==> config.mk <==
export PLATFORM = sky130hd
export DESIGN_NAME = fmc_meas_config
export DESIGN_NICKNAME = d
export VERILOG_FILES = /design/src/design/fmc_pkg.sv /design/src/design/fmc_meas_config.sv /design/src/design/fmc_delay_timer.sv /design/src/design/fmc_irq_bank.sv
export VERILOG_INCLUDE_DIRS = /design/src /design/src/design
export SDC_FILE = /design/constraint.sdc
export NUM_CORES = 1
export LEC_CHECK = 0
export ABC_AREA = 1
export CAP_MARGIN = 15
export CORE_UTILIZATION = 45
export CTS_CLUSTER_DIAMETER = 100
export DETAILED_ROUTE_END_ITERATION = 7
export DONT_BUFFER_PORTS = 1
export PLACE_DENSITY_LB_ADDON = 0.05
export SETUP_SLACK_MARGIN = 0.4
export SYNTH_ARGS = -nofsm -noshare
export SYNTH_HDL_FRONTEND = slang
export SYNTH_SLANG_ARGS = --single-unit
==> constraint.sdc <==
create_clock -name clk_i -period 3.8 [get_ports clk_i]
set_input_delay 0.57 -clock clk_i [delete_from_list [all_inputs] [get_ports clk_i]]
set_output_delay 0.57 -clock clk_i [all_outputs]
set_load 0.02 [all_outputs]
==> src/design/fmc_consts.svh <==
// register map, field positions and timing figures of the measurement config block
`ifndef FMC_CONSTS_SVH
`define FMC_CONSTS_SVH
// ----------------------------------------------------------------
// register offsets (byte addresses)
// ----------------------------------------------------------------
`define FMC_ADR_CFG   8'h00
`define FMC_ADR_ID    8'h04
`define FMC_ADR_STAT  8'h08
`define FMC_ADR_MASK  8'h0C
`define FMC_CFG_RST   32'h0000_00C0
`define FMC_CFG_WMASK 32'h1FFF_FFFF
`define FMC_ID_RST    8'h00
// ----------------------------------------------------------------
// config word fields
// ----------------------------------------------------------------
`define FMC_B_ANALOG  0
`define FMC_B_TINV    1
`define FMC_F_OFS     5:2
`define FMC_F_CHG     7:6
`define FMC_B_NVMIE   8
`define FMC_F_OSC     11:9
`define FMC_F_TCYC    13:12
`define FMC_F_FCYC    15:14
`define FMC_B_MAINS_BASE_SELECT    16
`define FMC_B_FIDLE   17
`define FMC_B_QUAD    18
`define FMC_B_DBL     19
`define FMC_B_PORD    20
`define FMC_F_NFIRE   27:21
`define FMC_B_PHINV   28
`define FMC_PHINV_MAX 7'h0F
// ----------------------------------------------------------------
// event bits of status and mask
// ----------------------------------------------------------------
`define FMC_EV_NVM    0
`define FMC_EV_PAIR   1
`define FMC_EV_CHG    2
`define FMC_NEV       3
// ----------------------------------------------------------------
// timing, in ns, and timer width in bits
// ----------------------------------------------------------------
`define FMC_CLK_NS    10
`define FMC_T_CHG0_NS 90000
`define FMC_T_CHG1_NS 120000
`define FMC_T_CHG2_NS 150000
`define FMC_T_CHG3_NS 300000
`define FMC_T_OSC2_NS 480000
`define FMC_T_OSC3_NS 1460000
`define FMC_T_OSC4_NS 2440000
`define FMC_T_OSC5_NS 5140000
`define FMC_T_P50_NS  20000000
`define FMC_T_P60_NS  16670000
`define FMC_TMR_W     24
`endif

==> src/design/fmc_pkg.sv <==
// types shared by the measurement config block
`include "fmc_consts.svh"
`default_nettype none
package fmc_pkg;
  typedef enum logic [2:0] {
    FMC_OSC_IDLE = 3'b001,
    FMC_OSC_WAIT = 3'b010,
    FMC_OSC_RUN  = 3'b100
  } fmc_osc_t;

  typedef struct packed {
    logic [`FMC_NEV-1:0] status;
  } fmc_irq_t;

  typedef struct packed {
    logic [31:0]         cfg;
    logic [7:0]          id;
    logic [`FMC_NEV-1:0] mask;
    logic                ack;
    logic [31:0]         dat;
    fmc_osc_t            osc;
    logic                pair_tof;
    logic                fu_o;
    logic                fu_oe;
    logic                fd_o;
    logic                fd_oe;
    logic                tof_go;
    logic                temp_go;
  } fmc_state_t;
endpackage : fmc_pkg
`default_nettype wire

==> src/design/fmc_meas_config.sv <==
// measurement configuration registers and the logic that applies them
`include "fmc_consts.svh"
`default_nettype none
module fmc_meas_config #(
  parameter int CHG0_CYC = (`FMC_T_CHG0_NS + `FMC_CLK_NS - 1) / `FMC_CLK_NS,
  parameter int CHG1_CYC = (`FMC_T_CHG1_NS + `FMC_CLK_NS - 1) / `FMC_CLK_NS,
  parameter int CHG2_CYC = (`FMC_T_CHG2_NS + `FMC_CLK_NS - 1) / `FMC_CLK_NS,
  parameter int CHG3_CYC = (`FMC_T_CHG3_NS + `FMC_CLK_NS - 1) / `FMC_CLK_NS,
  parameter int OSC2_CYC = (`FMC_T_OSC2_NS + `FMC_CLK_NS - 1) / `FMC_CLK_NS,
  parameter int OSC3_CYC = (`FMC_T_OSC3_NS + `FMC_CLK_NS - 1) / `FMC_CLK_NS,
  parameter int OSC4_CYC = (`FMC_T_OSC4_NS + `FMC_CLK_NS - 1) / `FMC_CLK_NS,
  parameter int OSC5_CYC = (`FMC_T_OSC5_NS + `FMC_CLK_NS - 1) / `FMC_CLK_NS,
  parameter int H50_CYC  = (`FMC_T_P50_NS + 2 * `FMC_CLK_NS - 1) / (2 * `FMC_CLK_NS),
  parameter int H60_CYC  = (`FMC_T_P60_NS + 2 * `FMC_CLK_NS - 1) / (2 * `FMC_CLK_NS)
) (
  // clock and reset
  input  wire logic        clk_i,
  input  wire logic        rst_i,
  // wishbone slave
  input  wire logic        wb_cyc_i,
  input  wire logic        wb_stb_i,
  input  wire logic        wb_we_i,
  input  wire logic [7:0]  wb_adr_i,
  input  wire logic [3:0]  wb_sel_i,
  input  wire logic [31:0] wb_dat_i,
  output logic      [31:0] wb_dat_o,
  output logic             wb_ack_o,
  output logic             irq_o,
  // converter core
  input  wire logic        meas_start_i,
  input  wire logic        meas_active_i,
  input  wire logic        meas_mode2_i,
  input  wire logic        nvm_done_i,
  input  wire logic        tof_first_done_i,
  input  wire logic        temp_first_done_i,
  output logic             tof_second_go_o,
  output logic             temp_second_go_o,
  output logic             quad_resolution_o,
  output logic             double_resolution_o,
  // stop and sense inputs
  input  wire logic        stop_dig_a_i,
  input  wire logic        stop_dig_b_i,
  input  wire logic        stop_ana_a_i,
  input  wire logic        stop_ana_b_i,
  input  wire logic        temp_sense_i,
  output logic             stop_input_a_o,
  output logic             stop_input_b_o,
  output logic             temp_sense_o,
  // analog section
  output logic             analog_sel_o,
  output logic             analog_power_o,
  output logic      [3:0]  comparator_offset_o,
  output logic             charge_busy_o,
  // high-speed oscillator
  output logic             hs_osc_en_o,
  output logic             hs_osc_ready_o,
  // temperature unit
  input  wire logic [1:0]  temp_step_i,
  output logic      [1:0]  temp_port_sel_o,
  // fire pulse generator
  input  wire logic        fire_up_act_i,
  input  wire logic        fire_down_act_i,
  input  wire logic        fire_pulse_i,
  output logic             fire_up_o,
  output logic             fire_up_oe_o,
  output logic             fire_down_o,
  output logic             fire_down_oe_o,
  output logic      [6:0]  fire_pulse_count_o,
  output logic             fire_phase_inv_o
);
  import fmc_pkg::*;
  localparam int W = `FMC_TMR_W;

  fmc_state_t          q;
  fmc_state_t          d;
  logic                req;
  logic                rd_clr;
  logic [31:0]         rd_val;
  logic [`FMC_NEV-1:0] status;
  logic [`FMC_NEV-1:0] ev_set;
  logic                chg_busy;
  logic                chg_done;
  logic                chg_start;
  logic [W-1:0]        chg_load;
  logic                osc_done;
  logic                osc_start;
  logic                osc_abort;
  logic [W-1:0]        osc_load;
  logic                pair_busy;
  logic                pair_done;
  logic                pair_start;
  logic [W-1:0]        pair_load;
  logic [1:0]          pair_code;
  logic [2:0]          pair_mult;
  logic [2:0]          osc_mode;

  assign req    = wb_cyc_i && wb_stb_i;
  assign rd_clr = req && !q.ack && !wb_we_i && (wb_adr_i == `FMC_ADR_STAT);

  // ----------------------------------------------------------------
  // register read mux
  // ----------------------------------------------------------------
  always_comb begin
    case (wb_adr_i)
      `FMC_ADR_CFG:  rd_val = q.cfg;
      `FMC_ADR_ID:   rd_val = {24'h00_0000, q.id};
      `FMC_ADR_STAT: rd_val = {{(32 - `FMC_NEV){1'b0}}, status};
      `FMC_ADR_MASK: rd_val = {{(32 - `FMC_NEV){1'b0}}, q.mask};
      default:       rd_val = 32'h0000_0000;
    endcase
  end

  // ----------------------------------------------------------------
  // timer loads
  // ----------------------------------------------------------------
  always_comb begin
    case (q.cfg[`FMC_F_CHG])
      2'h0:    chg_load = W'(CHG0_CYC);
      2'h1:    chg_load = W'(CHG1_CYC);
      2'h2:    chg_load = W'(CHG2_CYC);
      default: chg_load = W'(CHG3_CYC);
    endcase
  end

  assign osc_mode = q.cfg[`FMC_F_OSC];
  always_comb begin
    case (osc_mode)
      3'h2:    osc_load = W'(OSC2_CYC);
      3'h3:    osc_load = W'(OSC3_CYC);
      3'h4:    osc_load = W'(OSC4_CYC);
      default: osc_load = W'(OSC5_CYC);
    endcase
  end

  // delay in half periods: codes 0..3 give 2..5 halves
  assign pair_code = tof_first_done_i ? q.cfg[`FMC_F_FCYC] : q.cfg[`FMC_F_TCYC];
  assign pair_mult = {1'b0, pair_code} + 3'h2;
  always_comb begin
    if (q.cfg[`FMC_B_MAINS_BASE_SELECT]) begin
      pair_load = W'(H60_CYC * int'(pair_mult));
    end else begin
      pair_load = W'(H50_CYC * int'(pair_mult));
    end
  end

  assign chg_start  = meas_start_i && q.cfg[`FMC_B_ANALOG];
  assign osc_start  = (q.osc == FMC_OSC_IDLE) && meas_start_i && (osc_mode >= 3'h2);
  assign osc_abort  = osc_mode < 3'h2;
  assign pair_start = (tof_first_done_i || temp_first_done_i) && !pair_busy;

  // ----------------------------------------------------------------
  // next state
  // ----------------------------------------------------------------
  always_comb begin
    d = q;
    d.ack = 1'b0;
    if (req && !q.ack) begin
      d.ack = 1'b1;
      d.dat = rd_val;
      if (wb_we_i) begin
        for (int b = 0; b < 4; b++) begin
          if (wb_sel_i[b] && wb_adr_i == `FMC_ADR_CFG) begin
            d.cfg[8*b +: 8] = wb_dat_i[8*b +: 8];
          end
        end
        d.cfg = d.cfg & `FMC_CFG_WMASK;
        if (wb_sel_i[0] && wb_adr_i == `FMC_ADR_ID) begin
          d.id = wb_dat_i[7:0];
        end
        if (wb_sel_i[0] && wb_adr_i == `FMC_ADR_MASK) begin
          d.mask = wb_dat_i[`FMC_NEV-1:0];
        end
      end
    end
    case (q.osc)
      FMC_OSC_IDLE: begin
        if (osc_start) begin
          d.osc = FMC_OSC_WAIT;
        end
      end
      FMC_OSC_WAIT: begin
        if (osc_abort) begin
          d.osc = FMC_OSC_IDLE;
        end else if (osc_done) begin
          d.osc = FMC_OSC_RUN;
        end
      end
      FMC_OSC_RUN: begin
        if (osc_abort || !meas_active_i) begin
          d.osc = FMC_OSC_IDLE;
        end
      end
      default: d.osc = FMC_OSC_IDLE;
    endcase
    if (pair_start) begin
      d.pair_tof = tof_first_done_i;
    end
    d.tof_go  = pair_done && q.pair_tof;
    d.temp_go = pair_done && !q.pair_tof;
    // active buffer fires, the other drives the idle level only when FMC_B_FIDLE is set
    d.fu_o  = fire_up_act_i && fire_pulse_i;
    d.fu_oe = fire_up_act_i || q.cfg[`FMC_B_FIDLE];
    d.fd_o  = fire_down_act_i && fire_pulse_i;
    d.fd_oe = fire_down_act_i || q.cfg[`FMC_B_FIDLE];
  end

  always_ff @(posedge clk_i) begin
    if (rst_i) begin
      q          <= '0;
      q.cfg      <= `FMC_CFG_RST;
      q.id       <= `FMC_ID_RST;
      q.osc      <= FMC_OSC_IDLE;
    end else begin
      q <= d;
    end
  end

  // ----------------------------------------------------------------
  // timers and interrupts
  // ----------------------------------------------------------------
  fmc_delay_timer #(.W(W)) u_chg (
    .clk_i   (clk_i),
    .rst_i   (rst_i),
    .start_i (chg_start),
    .abort_i (1'b0),
    .load_i  (chg_load),
    .busy_o  (chg_busy),
    .done_o  (chg_done)
  );
  fmc_delay_timer #(.W(W)) u_osc (
    .clk_i   (clk_i),
    .rst_i   (rst_i),
    .start_i (osc_start),
    .abort_i (osc_abort),
    .load_i  (osc_load),
    .busy_o  (),
    .done_o  (osc_done)
  );
  fmc_delay_timer #(.W(W)) u_pair (
    .clk_i   (clk_i),
    .rst_i   (rst_i),
    .start_i (pair_start),
    .abort_i (1'b0),
    .load_i  (pair_load),
    .busy_o  (pair_busy),
    .done_o  (pair_done)
  );

  assign ev_set[`FMC_EV_NVM]  = nvm_done_i && q.cfg[`FMC_B_NVMIE];
  assign ev_set[`FMC_EV_PAIR] = pair_done;
  assign ev_set[`FMC_EV_CHG]  = chg_done;

  fmc_irq_bank u_irq (
    .clk_i    (clk_i),
    .rst_i    (rst_i),
    .set_i    (ev_set),
    .rd_clr_i (rd_clr),
    .mask_i   (q.mask),
    .status_o (status),
    .irq_o    (irq_o)
  );

  // ----------------------------------------------------------------
  // outputs
  // ----------------------------------------------------------------
  assign wb_ack_o = q.ack;
  assign wb_dat_o = q.dat;

  assign analog_sel_o   = q.cfg[`FMC_B_ANALOG];
  assign analog_power_o = q.cfg[`FMC_B_ANALOG] && meas_active_i;
  assign stop_input_a_o = q.cfg[`FMC_B_ANALOG] ? stop_ana_a_i : stop_dig_a_i;
  assign stop_input_b_o = !(q.cfg[`FMC_B_DBL] && !meas_mode2_i) &&
                          (q.cfg[`FMC_B_ANALOG] ? stop_ana_b_i : stop_dig_b_i);
  assign temp_sense_o   = temp_sense_i ^ q.cfg[`FMC_B_TINV];
  assign comparator_offset_o = q.cfg[`FMC_F_OFS];
  assign charge_busy_o  = chg_busy;

  assign hs_osc_en_o    = (osc_mode == 3'h1) || (q.osc != FMC_OSC_IDLE && !osc_abort);
  assign hs_osc_ready_o = (osc_mode < 3'h2) || (q.osc == FMC_OSC_RUN);

  assign tof_second_go_o  = q.tof_go;
  assign temp_second_go_o = q.temp_go;
  assign quad_resolution_o   = q.cfg[`FMC_B_QUAD] && meas_mode2_i;
  assign double_resolution_o = q.cfg[`FMC_B_DBL];

  assign temp_port_sel_o = q.cfg[`FMC_B_PORD] ? ~temp_step_i : temp_step_i;

  assign fire_up_o      = q.fu_o;
  assign fire_up_oe_o   = q.fu_oe;
  assign fire_down_o    = q.fd_o;
  assign fire_down_oe_o = q.fd_oe;
  assign fire_pulse_count_o = q.cfg[`FMC_F_NFIRE];
  assign fire_phase_inv_o   = q.cfg[`FMC_B_PHINV] &&
                              (q.cfg[`FMC_F_NFIRE] <= `FMC_PHINV_MAX);
endmodule : fmc_meas_config
`default_nettype wire

==> src/design/fmc_delay_timer.sv <==
// one-shot countdown timer, busy for load_i cycles, or one cycle if load_i is zero, then a done pulse
`include "fmc_consts.svh"
`default_nettype none
module fmc_delay_timer #(
  parameter int W = 24
) (
  // clock and reset
  input  wire logic         clk_i,
  input  wire logic         rst_i,
  // control
  input  wire logic         start_i,
  input  wire logic         abort_i,
  input  wire logic [W-1:0] load_i,
  // status
  output logic              busy_o,
  output logic              done_o
);
  import fmc_pkg::*;
  typedef struct packed {
    logic [W-1:0] cnt;
    logic         busy;
    logic         done;
  } fmc_tmr_t;
  fmc_tmr_t q;
  fmc_tmr_t d;

  always_comb begin
    d = q;
    d.done = 1'b0;
    if (abort_i) begin
      d.busy = 1'b0;
    end else if (start_i && !q.busy) begin
      d.busy = 1'b1;
      d.cnt  = (load_i == '0) ? W'(1) : load_i;
    end else if (q.busy) begin
      if (q.cnt == W'(1)) begin
        d.busy = 1'b0;
        d.done = 1'b1;
      end
      d.cnt = q.cnt - W'(1);
    end
  end

  always_ff @(posedge clk_i) begin
    if (rst_i) begin
      q <= '0;
    end else begin
      q <= d;
    end
  end

  assign busy_o = q.busy;
  assign done_o = q.done;

  // ----------------------------------------------------------------
  // checks
  // ----------------------------------------------------------------
  logic [W-1:0] len_q;
  logic [W-1:0] run_q;
  always_ff @(posedge clk_i) begin
    if (rst_i) begin
      len_q <= '0;
      run_q <= '0;
    end else if (start_i && !q.busy && !abort_i) begin
      len_q <= (load_i == '0) ? W'(1) : load_i;
      run_q <= '0;
    end else if (q.busy) begin
      run_q <= run_q + W'(1);
    end
  end
endmodule : fmc_delay_timer
`default_nettype wire

==> src/design/fmc_irq_bank.sv <==
// sticky event flags, cleared by a status read, masked onto one interrupt
`include "fmc_consts.svh"
`default_nettype none
module fmc_irq_bank (
  // clock and reset
  input  wire logic                clk_i,
  input  wire logic                rst_i,
  // events and control
  input  wire logic [`FMC_NEV-1:0] set_i,
  input  wire logic                rd_clr_i,
  input  wire logic [`FMC_NEV-1:0] mask_i,
  // state
  output logic      [`FMC_NEV-1:0] status_o,
  output logic                     irq_o
);
  import fmc_pkg::*;
  fmc_irq_t q;
  fmc_irq_t d;

  // a set in the clearing cycle survives
  always_comb begin
    d = q;
    d.status = (rd_clr_i ? '0 : q.status) | set_i;
  end

  always_ff @(posedge clk_i) begin
    if (rst_i) begin
      q <= '0;
    end else begin
      q <= d;
    end
  end

  assign status_o = q.status;
  assign irq_o    = |(q.status & mask_i);
endmodule : fmc_irq_bank
`default_nettype wire

==> results of run 1 <==
==> worst reg2reg max path, cell delays in order (launching register included) <==
cell,delay (ns)
dfxtp_1,0.76
inv_2,0.21
nor2_1,0.22
inv_2,0.11
nand2_4,0.31
inv_1,0.15
a21oi_1,0.30
a21oi_1,0.11
==> cells in the final DEF (no fill, tap or decap), types with 7 or more instances in the layout <==
master,instances
o21ai_0,100
ha_1,22
a21oi_1,126
buf_4,8
clkbuf_16,17
nor3_1,12
inv_1,120
o21ai_1,7
a31oi_1,14
nand4_1,14
nand3_1,98
nand2_1,272
xor2_1,8
nor2_1,169
nor2_2,13
inv_2,8
dfxtp_1,161
==> stage by stage <==
step                util, %  cells
global route           48.7   1515
global placement       45.6   1483
floorplan                 -   1303
finish                 48.8   1516
detailed placement     45.6   1483
CTS                    48.7   1515
==> kinds of logic (layout without fill, tap and decap cells) <==
logic type                 after synthesis  in the layout
muxes                                    1              1
xor gates and xnor gates                10             10
AOI/OAI and AO/OA                      272            272
DFF                                    161            161
other                                    1              4
adders and majority gates               22             22
and+or+nand+nor                        617            617
buffers and inverters                  217            169
==> worst max path at each step <==
| stage | slack, ns | startpoint | cells past startpoint | endpoint |
|---|---|---|---|---|
| floorplan | 1.79 | tof_first_done_i | 8 | u_pair.q[24] |
| global placement | 1.41 | tof_first_done_i | 8 | u_pair.q[24] |
| detailed placement | 1.41 | tof_first_done_i | 8 | u_pair.q[24] |
| CTS | 1.50 | u_osc.busy_o | 7 | u_osc.q[12] |
| global route | 1.28 | u_osc.busy_o | 7 | u_osc.q[12] |
| finish | 1.50 | u_osc.busy_o | 7 | u_osc.q[12] |
==> sequential cells by signal, summed over array words and instances, names as in the netlist, 3 cells and up <==
name                 flops
wb_dat_o                29
u_chg.q                 24
u_osc.q                 24
osc_mode                 3
u_irq.status_o           3
q                       28
comparator_offset_o      4
fire_pulse_count_o       7
u_pair.q                24
==> cell type report <==
cell class | instances | area [sq um]
fillers | 2001 | 9680
multi-input cells | 925 | 4530
clock inverters | 14 | 153
repair buffers | 8 | 60.1
flip-flops and latches | 161 | 3220
inverters | 129 | 484
well taps | 260 | 325
clock buffers | 18 | 439
diodes | 1 | 2.50
==> per-layer routing <==
layer | vias to the layer above | wire length [um] | global-route usage (%)
met5 | - | 0 | 0
met4 | 0 | 259 | 5.72
met3 | 18 | 1060 | 4.96
met2 | 153 | 10700 | 38.2
met1 | 3594 | 10800 | 30.5
li1 | 4094 | - | -
==> synth_stat cells, drive strengths merged, types with 2 or more instances <==
master | number | area share [%]
a21oi | 126 | 7.2
nor2 | 187 | 8.8
o22ai | 5 | 0.36
o211ai | 6 | 0.51
clkbuf | 18 | 0.77
o21a | 3 | 0.26
buf | 70 | 5.5
o21ai | 107 | 6.1
nand4 | 14 | 1.0
inv | 128 | 5.5
ha | 22 | 3.1
nand2 | 278 | 12
or2 | 6 | 0.43
a21o | 4 | 0.34
o21bai | 3 | 0.26
dfxtp | 161 | 37
nor3 | 14 | 0.98
a31oi | 14 | 1.0
nand3b | 5 | 0.57
and3 | 3 | 0.21
nor4 | 6 | 0.43
and2 | 3 | 0.21
xor2 | 8 | 0.80
xnor2 | 2 | 0.20
nand3 | 100 | 5.9
==> power breakdown <==
part / leakage, nW / total (mW) / switching (mW) / internal, mW
registers: 1.30 / 1.76 / 0.0413 / 1.72
logic: 2.33 / 0.354 / 0.244 / 0.109
clock network: 0.289 / 1.73 / 0.788 / 0.944
total: 3.92 / 3.85 / 1.07 / 2.78
==> run_results.csv, run 1 <==
group,metric,value,unit
yosys,ys_types,48,
yosys,synth_fa_ha_area_share,3.14,%
critical_path,ff2ff_path_depth,7,
clock_network,clock_sinks,161,
critical_path,critPathTopFamily,"flip-flops",
yosys,ys.flop_type,"dfxtp_1",
run,maxCapViolations,0,
place,gp_congestion,0.845,
yosys,muxShareOfSynthArea,0.128,%
sta,slew_headroom,38.8,%
hold_path,min_path_type,"in -> reg",
clock_network,holdBufCountCts,0,
clock_network,post_cts_buffers,0,
clock_network,cts_tree,"built",
critical_path,ff2ff_setup_slack,1.50,ns
routing,vias_per_cell,5.18,
critical_path,path_buf_inv,3,
yosys,synth_edf_count,0,
clock_network,htreeDepth,4,
sta,setup_viol,0,
floorplan,die_x,142,um
cells_and_area,drive_gt1_share,6.77,%
pwr,power.leakage,3.92,nW
pwr,power.total,3.85,mW
place,place_ws,1.41,ns
critical_path,path_cells,"inv_2 -> nor2_1 -> inv_2 -> nand2_4 -> inv_1 -> a21oi_1 -> a21oi_1",
clock_network,clock_path_buffers,2,
yosys,synth_cells,1301,
yosys,synth_simple_gate_area_share,30.8,%
routing,drc_errors,0,
yosys,synth-compound-area-share,16.4,%
sta,fmax,435,MHz
clock_network,path_clk_slew,0.07,ns
sta,rsz0062_at_grt,"no",
sta,report.final.slew_viol_count,0,
place,hpwl,16.2,mm
floorplan,start_util,46.4,%
global_routing,grt_antenna_before_repair,1,
cells_and_area,nets,1329,
floorplan,die-height,142,um
sta,tightestPinTransition,0.910,ns
sta,hold_violations,0,
hold_path,min_to,"u_chg.q[21]",
global_routing,grt_max_degree,69,
yosys,yosys_warnings,0,
clock_network,cts_root_buf,"clkbuf_16",
routing,dr.pass1.iters,5,
routing,vias,7859,
critical_path,crit_required,4.10,ns
global_routing,grt.total_usage,23.1,%
critical_path,worst-path-max-fanout,34,
place,io_buffers,0,
hold_path,min_from,"rst_i",
critical_path,path_class,"reg -> reg",
global_routing,grt_pass1_wl,36.7,mm
pwr,vdd_drop_max,0.000281,V
yosys,synthesis.area,0.00877,sq mm
place,dpl_cell_area,0.00862,sq mm
clock_network,clock_latency,0.43,ns
sta,finClkSkew,0.0113,ns
cells_and_area,area_delta_synth_final,5.01,%
outcome,status,"finished, final reports clean",
floorplan,die-area,0.0201,sq mm
routing,drt-total-wl,22.8,mm
yosys,synth_top_family_by_area,"simple AND/OR/NAND/NOR gates",
global_routing,globalRouteOverflowTotal,0,
critical_path,timing.rr.start,"u_osc.busy_o",
sta,min_period,2.30,ns
sta,final_min_period_over_clock_period,60.4,%
clock_network,post_cts_resized,0,
hold_path,hold-path-cell-count,1,
sta,fin_hold_ws,0.209,ns
yosys,synth-async-reset-ratio,0,%
critical_path,rr_endpoint,"u_osc.q[12]",
sta,fin_tns_setup,0,ns
yosys,ys_seq_area_share,36.7,%
yosys,synthXorXnorAreaFrac,0.998,%
critical_path,critPathSlowestCell,"dfxtp_1",
floorplan,num_io_pins,129,
pwr,pwr_density_cell,418,mW/mm^2
floorplan,core,0.0189,sq mm
critical_path,cp-end-kind,"flop",
floorplan,num_rows,50,
yosys,ys_ff_latch,161,
critical_path,crit_path_start_kind,"flop",
clock_network,cts_buffers,17,
routing,drt_iter0_drc,400,
global_routing,grt_pass1_vias,7111,
critical_path,max_stage_delay,0.76,ns
sta,fin_ws,1.50,ns
critical_path,critPathArrivalTime,2.60,ns
routing,wl_per_cell,15.1,um
cells_and_area,stdcell_area,0.00921,sq mm
yosys,synth.avg_cell_area,6.74,sq um
routing,ant_nets,0,
Note: power is estimated with default switching activity, not from simulation.
==> run 2, diff against run 1 <==
clock period = 2.3 ns   (was 3.8 ns; I/O delays follow)
==> run 2 against run 1 <==
Non-clock buffer count is 12 higher. Register-to-register slack worse by 0.97 ns. Sequential share of layout area fell by 0.61 points. Power up 67%. Sequential power up 66%. Routed wire length is 0.62% higher. Combinational power up 75%. Largest power group unchanged. Highest routed layer unchanged.
==> run_results.csv, run 2 (synthesis results as in run 1) <==
group,metric,value,unit
outcome,status,"finished, final reports clean",
clock_network,post_cts_buffers,0,
critical_path,crit_path_start_kind,"flop",
place,dpl_cell_area,0.00872,sq mm
critical_path,worst-path-max-fanout,7,
routing,ant_nets,0,
run,maxCapViolations,0,
critical_path,critPathSlowestCell,"a21oi_1",
global_routing,grt_pass1_wl,36.9,mm
pwr,power.leakage,3.99,nW
hold_path,min_from,"rst_i",
floorplan,die-height,142,um
global_routing,grt_max_degree,60,
critical_path,timing.rr.start,"u_pair.busy_o",
floorplan,start_util,46.4,%
routing,wl_per_cell,15.0,um
cells_and_area,drive_gt1_share,8.13,%
clock_network,cts_tree,"built",
sta,slew_headroom,57.0,%
sta,fmax,563,MHz
clock_network,clock_latency,0.44,ns
critical_path,crit_path_start,"analog_sel_o",
clock_network,cts_buffers,17,
place,hpwl,16.4,mm
pwr,pwr_density_cell,686,mW/mm^2
critical_path,ff2ff_path_depth,5,
critical_path,critPathArrivalTime,1.43,ns
sta,finClkSkew,0.0137,ns
cells_and_area,fillers,1957,
clock_network,htreeDepth,4,
cells_and_area,final_common_cell,"nand2_1",
critical_path,path_class,"reg -> out",
sta,setup_viol,0,
routing,drc_errors,0,
floorplan,num_rows,50,
critical_path,max_stage_delay,0.37,ns
cells_and_area,stdcell_area,0.00938,sq mm
sta,min_period,1.78,ns
clock_network,clock_path_buffers,2,
cells_and_area,antenna_cells,0,
hold_path,min_to,"q[7]",
cells_and_area,area_delta_synth_final,6.86,%
cells_and_area,largest_register_ffs,29,
routing,dr.pass1.iters,5,
place,io_buffers,0,
critical_path,ff2ff_setup_slack,0.53,ns
pwr,vdd_drop_max,0.000495,V
floorplan,num_io_pins,129,
hold_path,hold-path-cell-count,2,
routing,vias,7903,
sta,fin_tns_setup,0,ns
critical_path,rr_endpoint,"u_pair.q[13]",
floorplan,die-area,0.0201,sq mm
floorplan,core,0.0189,sq mm
hold_path,min_path_type,"in -> reg",
routing,drt_iter0_drc,417,
routing,vias_per_cell,5.18,
global_routing,grt.total_usage,23.4,%
routing,drt-total-wl,23.0,mm
global_routing,globalRouteOverflowTotal,0,
cells_and_area,final_cell_mix,"nand2_1 (270), nor2_1 (168), dfxtp_1 (161), a21oi_1 (124), inv_1 (119)",
critical_path,cp-end-kind,"output port",
sta,rsz0062_at_grt,"no",
sta,hold_violations,0,
clock_network,cts_root_buf,"clkbuf_16",
clock_network,clock_sinks,161,
critical_path,crit_required,1.96,ns
sta,tightestPinTransition,0.643,ns
sta,final_min_period_over_clock_period,77.2,%
critical_path,path_buf_inv,1,
sta,report.final.slew_viol_count,0,
clock_network,path_clk_slew,0.07,ns
place,place_ws,0.467,ns
critical_path,path_cells,"buf_4 -> o22ai_1 -> a21oi_1",
critical_path,critPathTopFamily,"compound AO/OA/AOI/OAI gates",
sta,fin_ws,0.523,ns
place,gp_congestion,0.839,
sta,fin_hold_ws,0.0266,ns
floorplan,die_x,142,um
cells_and_area,nets,1341,
global_routing,grt_antenna_before_repair,0,
global_routing,grt_pass1_vias,7193,
==> run 2: final cells by class <==
cell class	instances	area, sq um	share of cell area [%]
Multi-Input combinational cell	925	4550	48.5
Sequential cell	161	3220	34.4
Inverter	129	484	5.16
Clock buffer	17	425	4.54
Tap cell	260	325	3.47
Timing Repair Buffer	20	198	2.11
Clock inverter	15	170	1.82
==> run 2: worst max path at each step <==
stage	cells past startpoint	slack [ns]	endpoint
final	3	0.52	stop_input_b_o
after global routing	5	0.41	u_pair.q[13]
after detailed placement	5	0.47	comparator_offset_o[1]
after CTS	5	0.42	q[55]
after floorplan	8	0.51	u_pair.q[24]
after global placement	6	0.51	q[71]
==> run 2: timing repair <==
action	4_1_cts	5_1_grt
endpoints found under the setup margin	1	36
gates resized for setup	1	8
pin swaps	0	0
hold buffers	2	0
endpoints found under the hold margin	59	0
==> run 2: per-layer routing <==
metal,GRT usage [%],routed length (um),vias to the layer above
met5,0,0,-
met4,7.41,387,0
met3,4.83,1220,30
met2,38.8,10700,172
met1,30.4,10600,3577
li1,-,-,4124
==> run 2: through the flow <==
| step | total power [mW] | util, % | cells |
|---|---|---|---|
| 2_1_floorplan | 3.44 | - | 1303 |
| 3_3_place_gp | 3.56 | 46.1 | 1493 |
| 3_5_place_dp | 3.57 | 46.1 | 1493 |
| 4_1_cts | 6.50 | 49.5 | 1527 |
| 5_1_grt | 6.71 | 49.6 | 1527 |
| 6_report | 6.43 | 49.6 | 1527 |
==> run 2: report_power, final <==
group	switching [mW]	total (mW)	internal, mW
sequential	0.0717	2.92	2.85
clock	1.35	2.90	1.55
combinational	0.426	0.619	0.194
total	1.85	6.43	4.59
==> run 2: worst register-to-register path: stages, from the launching register on <==
cell	delay [ns]
dfxtp_1	0.39
nor2_1	0.54
inv_1	0.33
nor3_1	0.24
nor2_1	0.07
a21oi_1	0.13
==> run 3, diff against run 2 <==
ABC_AREA = 0   (was 1)
clock period = 1.6 ns   (was 2.3 ns; I/O delays follow)
==> run 3 against run 2 <==
The run now ends with negative hold slack, negative setup slack left. Worst hold slack worse by 0.13 ns. Clock power is 42% higher. Non-clock buffer count is 243 higher. Synthesized area is 6.9% lower. Sequential share of layout area is 8.2 points lower. Power is 47% higher. Critical path depth is 5 higher. Worst setup slack worse by 0.78 ns. Sequential power is 41% higher. Critical path type is now reg -> reg. Largest cell class unchanged.
==> run_results.csv, run 3 <==
group,metric,value,unit
pwr,intPower,6.81,mW
cells_and_area,fin_util,72.2,%
critical_path,critPathArrivalTime,2.18,ns
clock_network,holdBufCountCts,9,
floorplan,die-area,0.0187,sq mm
place,io_buffers,0,
floorplan,die_x,137,um
sta,fin_ws,-0.260,ns
cells_and_area,fillers,1217,
yosys,yosys_warnings,0,
sta,tightestPinTransition,0.506,ns
yosys,synth.area.top_cells,"dfxtp_1 (39%), nor2_1 (5.0%), a21oi_1 (4.5%), buf_4 (4.1%), mux2i_1 (3.6%)",
global_routing,globalRouteOverflowTotal,0,
sta,final_min_period_over_clock_period,116,%
routing,drt_iter0_drc,557,
yosys,synth_cells,956,
outcome,violations,"negative hold slack, negative setup slack",
sta,slew_headroom,65.9,%
routing,wl_per_cell,19.1,um
cells_and_area,final_common_cell,"buf_4",
yosys,synth_largest_area_cell,"dfxtp_1",
sta,hold_violations,97,
sta,fmax,538,MHz
clock_network,cts_tree,"built",
routing,drt-total-wl,26.4,mm
cells_and_area,regArea,0.00332,sq mm
hold_path,min_path_type,"in -> reg",
routing,drc_errors,0,
sta,setup_viol,103,
outcome,status,"finished with violations",
global_routing,grt_pass1_wl,40.2,mm
sta,report.final.slew_viol_count,0,
yosys,ys.flop_type,"dfxtp_1",
cells_and_area,instances_no_fill,1382,
floorplan,num_rows,48,
yosys,yosys.cell_count.top_type,"dfxtp_1",
yosys,ys_ff_latch,161,
pwr,power.total,9.44,mW
global_routing,grt_pass1_vias,7954,
clock_network,htreeDepth,4,
sta,finClkSkew,0.0104,ns
cells_and_area,multiInputGateArea,0.00586,sq mm
cells_and_area,drive_gt1_share,51.0,%
sta,rsz0062_at_grt,"yes",
cells_and_area,area_delta_synth_final,55.0,%
cells_and_area,final_cell_mix,"buf_4 (154), dfxtp_1 (109), nor2_1 (92), buf_6 (84), nand2_1 (44)",
clock_network,cts_buffers,17,
yosys,synthesis.area,0.00817,sq mm
place,hpwl,16.4,mm
floorplan,die-height,137,um
routing,ant_nets,0,
yosys,ys_top_cells_by_count,"dfxtp_1 (161), nor2_1 (108), a21oi_1 (73)",
global_routing,grt_antenna_before_repair,0,
place,gp_congestion,0.888,
place,dpl_cell_area,0.00974,sq mm
yosys,ys_seq_area_share,39.5,%
pwr,combPwrFrac,12.9,%
clock_network,cts_root_buf,"clkbuf_16",
global_routing,grt.total_usage,27.5,%
place,dp.cells,1254,
routing,dr.pass1.iters,5,
pwr,pwr_density_cell,746,mW/mm^2
pwr,pwr-share-clk,43.6,%
clock_network,clock_sinks,161,
clock_network,path_clk_slew,0.07,ns
clock_network,clock_latency,0.44,ns
run,maxCapViolations,0,
routing,vias_per_cell,5.87,
floorplan,num_io_pins,129,
floorplan,start_util,46.6,%
sta,min_period,1.86,ns
clock_network,clock_path_buffers,2,
pwr,power.leakage,4.87,nW
place,place_ws,-0.269,ns
cells_and_area,antenna_cells,0,
cells_and_area,stdcell_area,0.0127,sq mm
sta,fin_hold_ws,-0.108,ns
yosys,synth.avg_cell_area,8.55,sq um
critical_path,cp-end-kind,"flop",
global_routing,grt_max_degree,135,
critical_path,worst-path-max-fanout,3,
pwr,swShare,27.8,%
critical_path,crit_path_start_kind,"flop",
yosys,ys_types,81,
floorplan,core,0.0175,sq mm
pwr,vdd_drop_max,0.000768,V
cells_and_area,nets,1231,
routing,vias,8112,
pwr,p_seq_share,43.5,%
yosys,synth_top_area_share,39.5,%
critical_path,crit_required,1.92,ns
yosys,synth_edf_count,0,
sta,fin_tns_setup,-13.56,ns
pwr,p_sw,2.63,mW
cells_and_area,largest_register_ffs,29,
critical_path,path_class,"reg -> reg",
yosys,synth-async-reset-ratio,0,%
run 3: critical path: stages (launching register included):
cell	delay, ns
dfxtp_2	0.33
inv_2	0.06
ha_4	0.12
or4b_4	0.49
buf_4	0.16
buf_6	0.12
o31a_1	0.24
o21ai_1	0.14
a21oi_1	0.08
run 3: cell type report:
type / count / area share, %
multi-input combinational: 677 / 46.3
inverter: 24 / 0.801
sequential: 161 / 26.2
timing repair buffer: 263 / 19.7
clock inverter: 15 / 1.44
clock buffer: 17 / 3.36
tap: 225 / 2.22
run 3: logic make-up (layout without fill, tap and decap cells):
kind of cell,Yosys count,after routing,share of synthesized area (%)
simple gates,363,363,23.8
compound gates,235,235,18.8
flops,161,161,39.5
buf+inv,120,319,7.70
mux,37,37,5.07
fa+ha+maj,22,22,3.37
xor+xnor,17,17,1.82
other cells,1,3,0.0459
run 3: power by group through the flow:
stage / sequential (mW) / combinational [mW] / clock, mW
global placement: 4.21 / 0.771 / 0
finish: 4.11 / 1.22 / 4.11
floorplan: 4.22 / 0.535 / 0
global route: 4.11 / 1.29 / 4.36
CTS: 4.11 / 1.09 / 4.20
detailed placement: 4.21 / 0.785 / 0
run 3: what timing repair did:
action                     in CTS  in global routing
gates cloned                    4                  1
buffers inserted               59                 23
setup endpoints to repair     164                168
hold endpoints to repair      125                119
gates resized for setup       270                110
pin swaps                     128                 69
run 3: worst paths after layout:
kind | to | start | cells past startpoint | slack (ns)
max | u_osc.q[8] | u_osc.q[2] | 8 | -0.26
min | u_chg.q[3] | rst_i | 1 | -0.11
max reg2reg | u_osc.q[8] | u_osc.q[2] | 8 | -0.26
min reg2reg | u_irq.status_o[2] | u_chg.done_o | 2 | 0.43
run 3: metal layers:
metal | share of wire [%] | track usage (%) | up-vias
met5 | 0 | 0 | -
met1 | 41 | 32.7 | 3956
met4 | 2.8 | 10.1 | 0
met2 | 50 | 48.4 | 268
met3 | 5.5 | 6.00 | 69
li1 | - | - | 3819
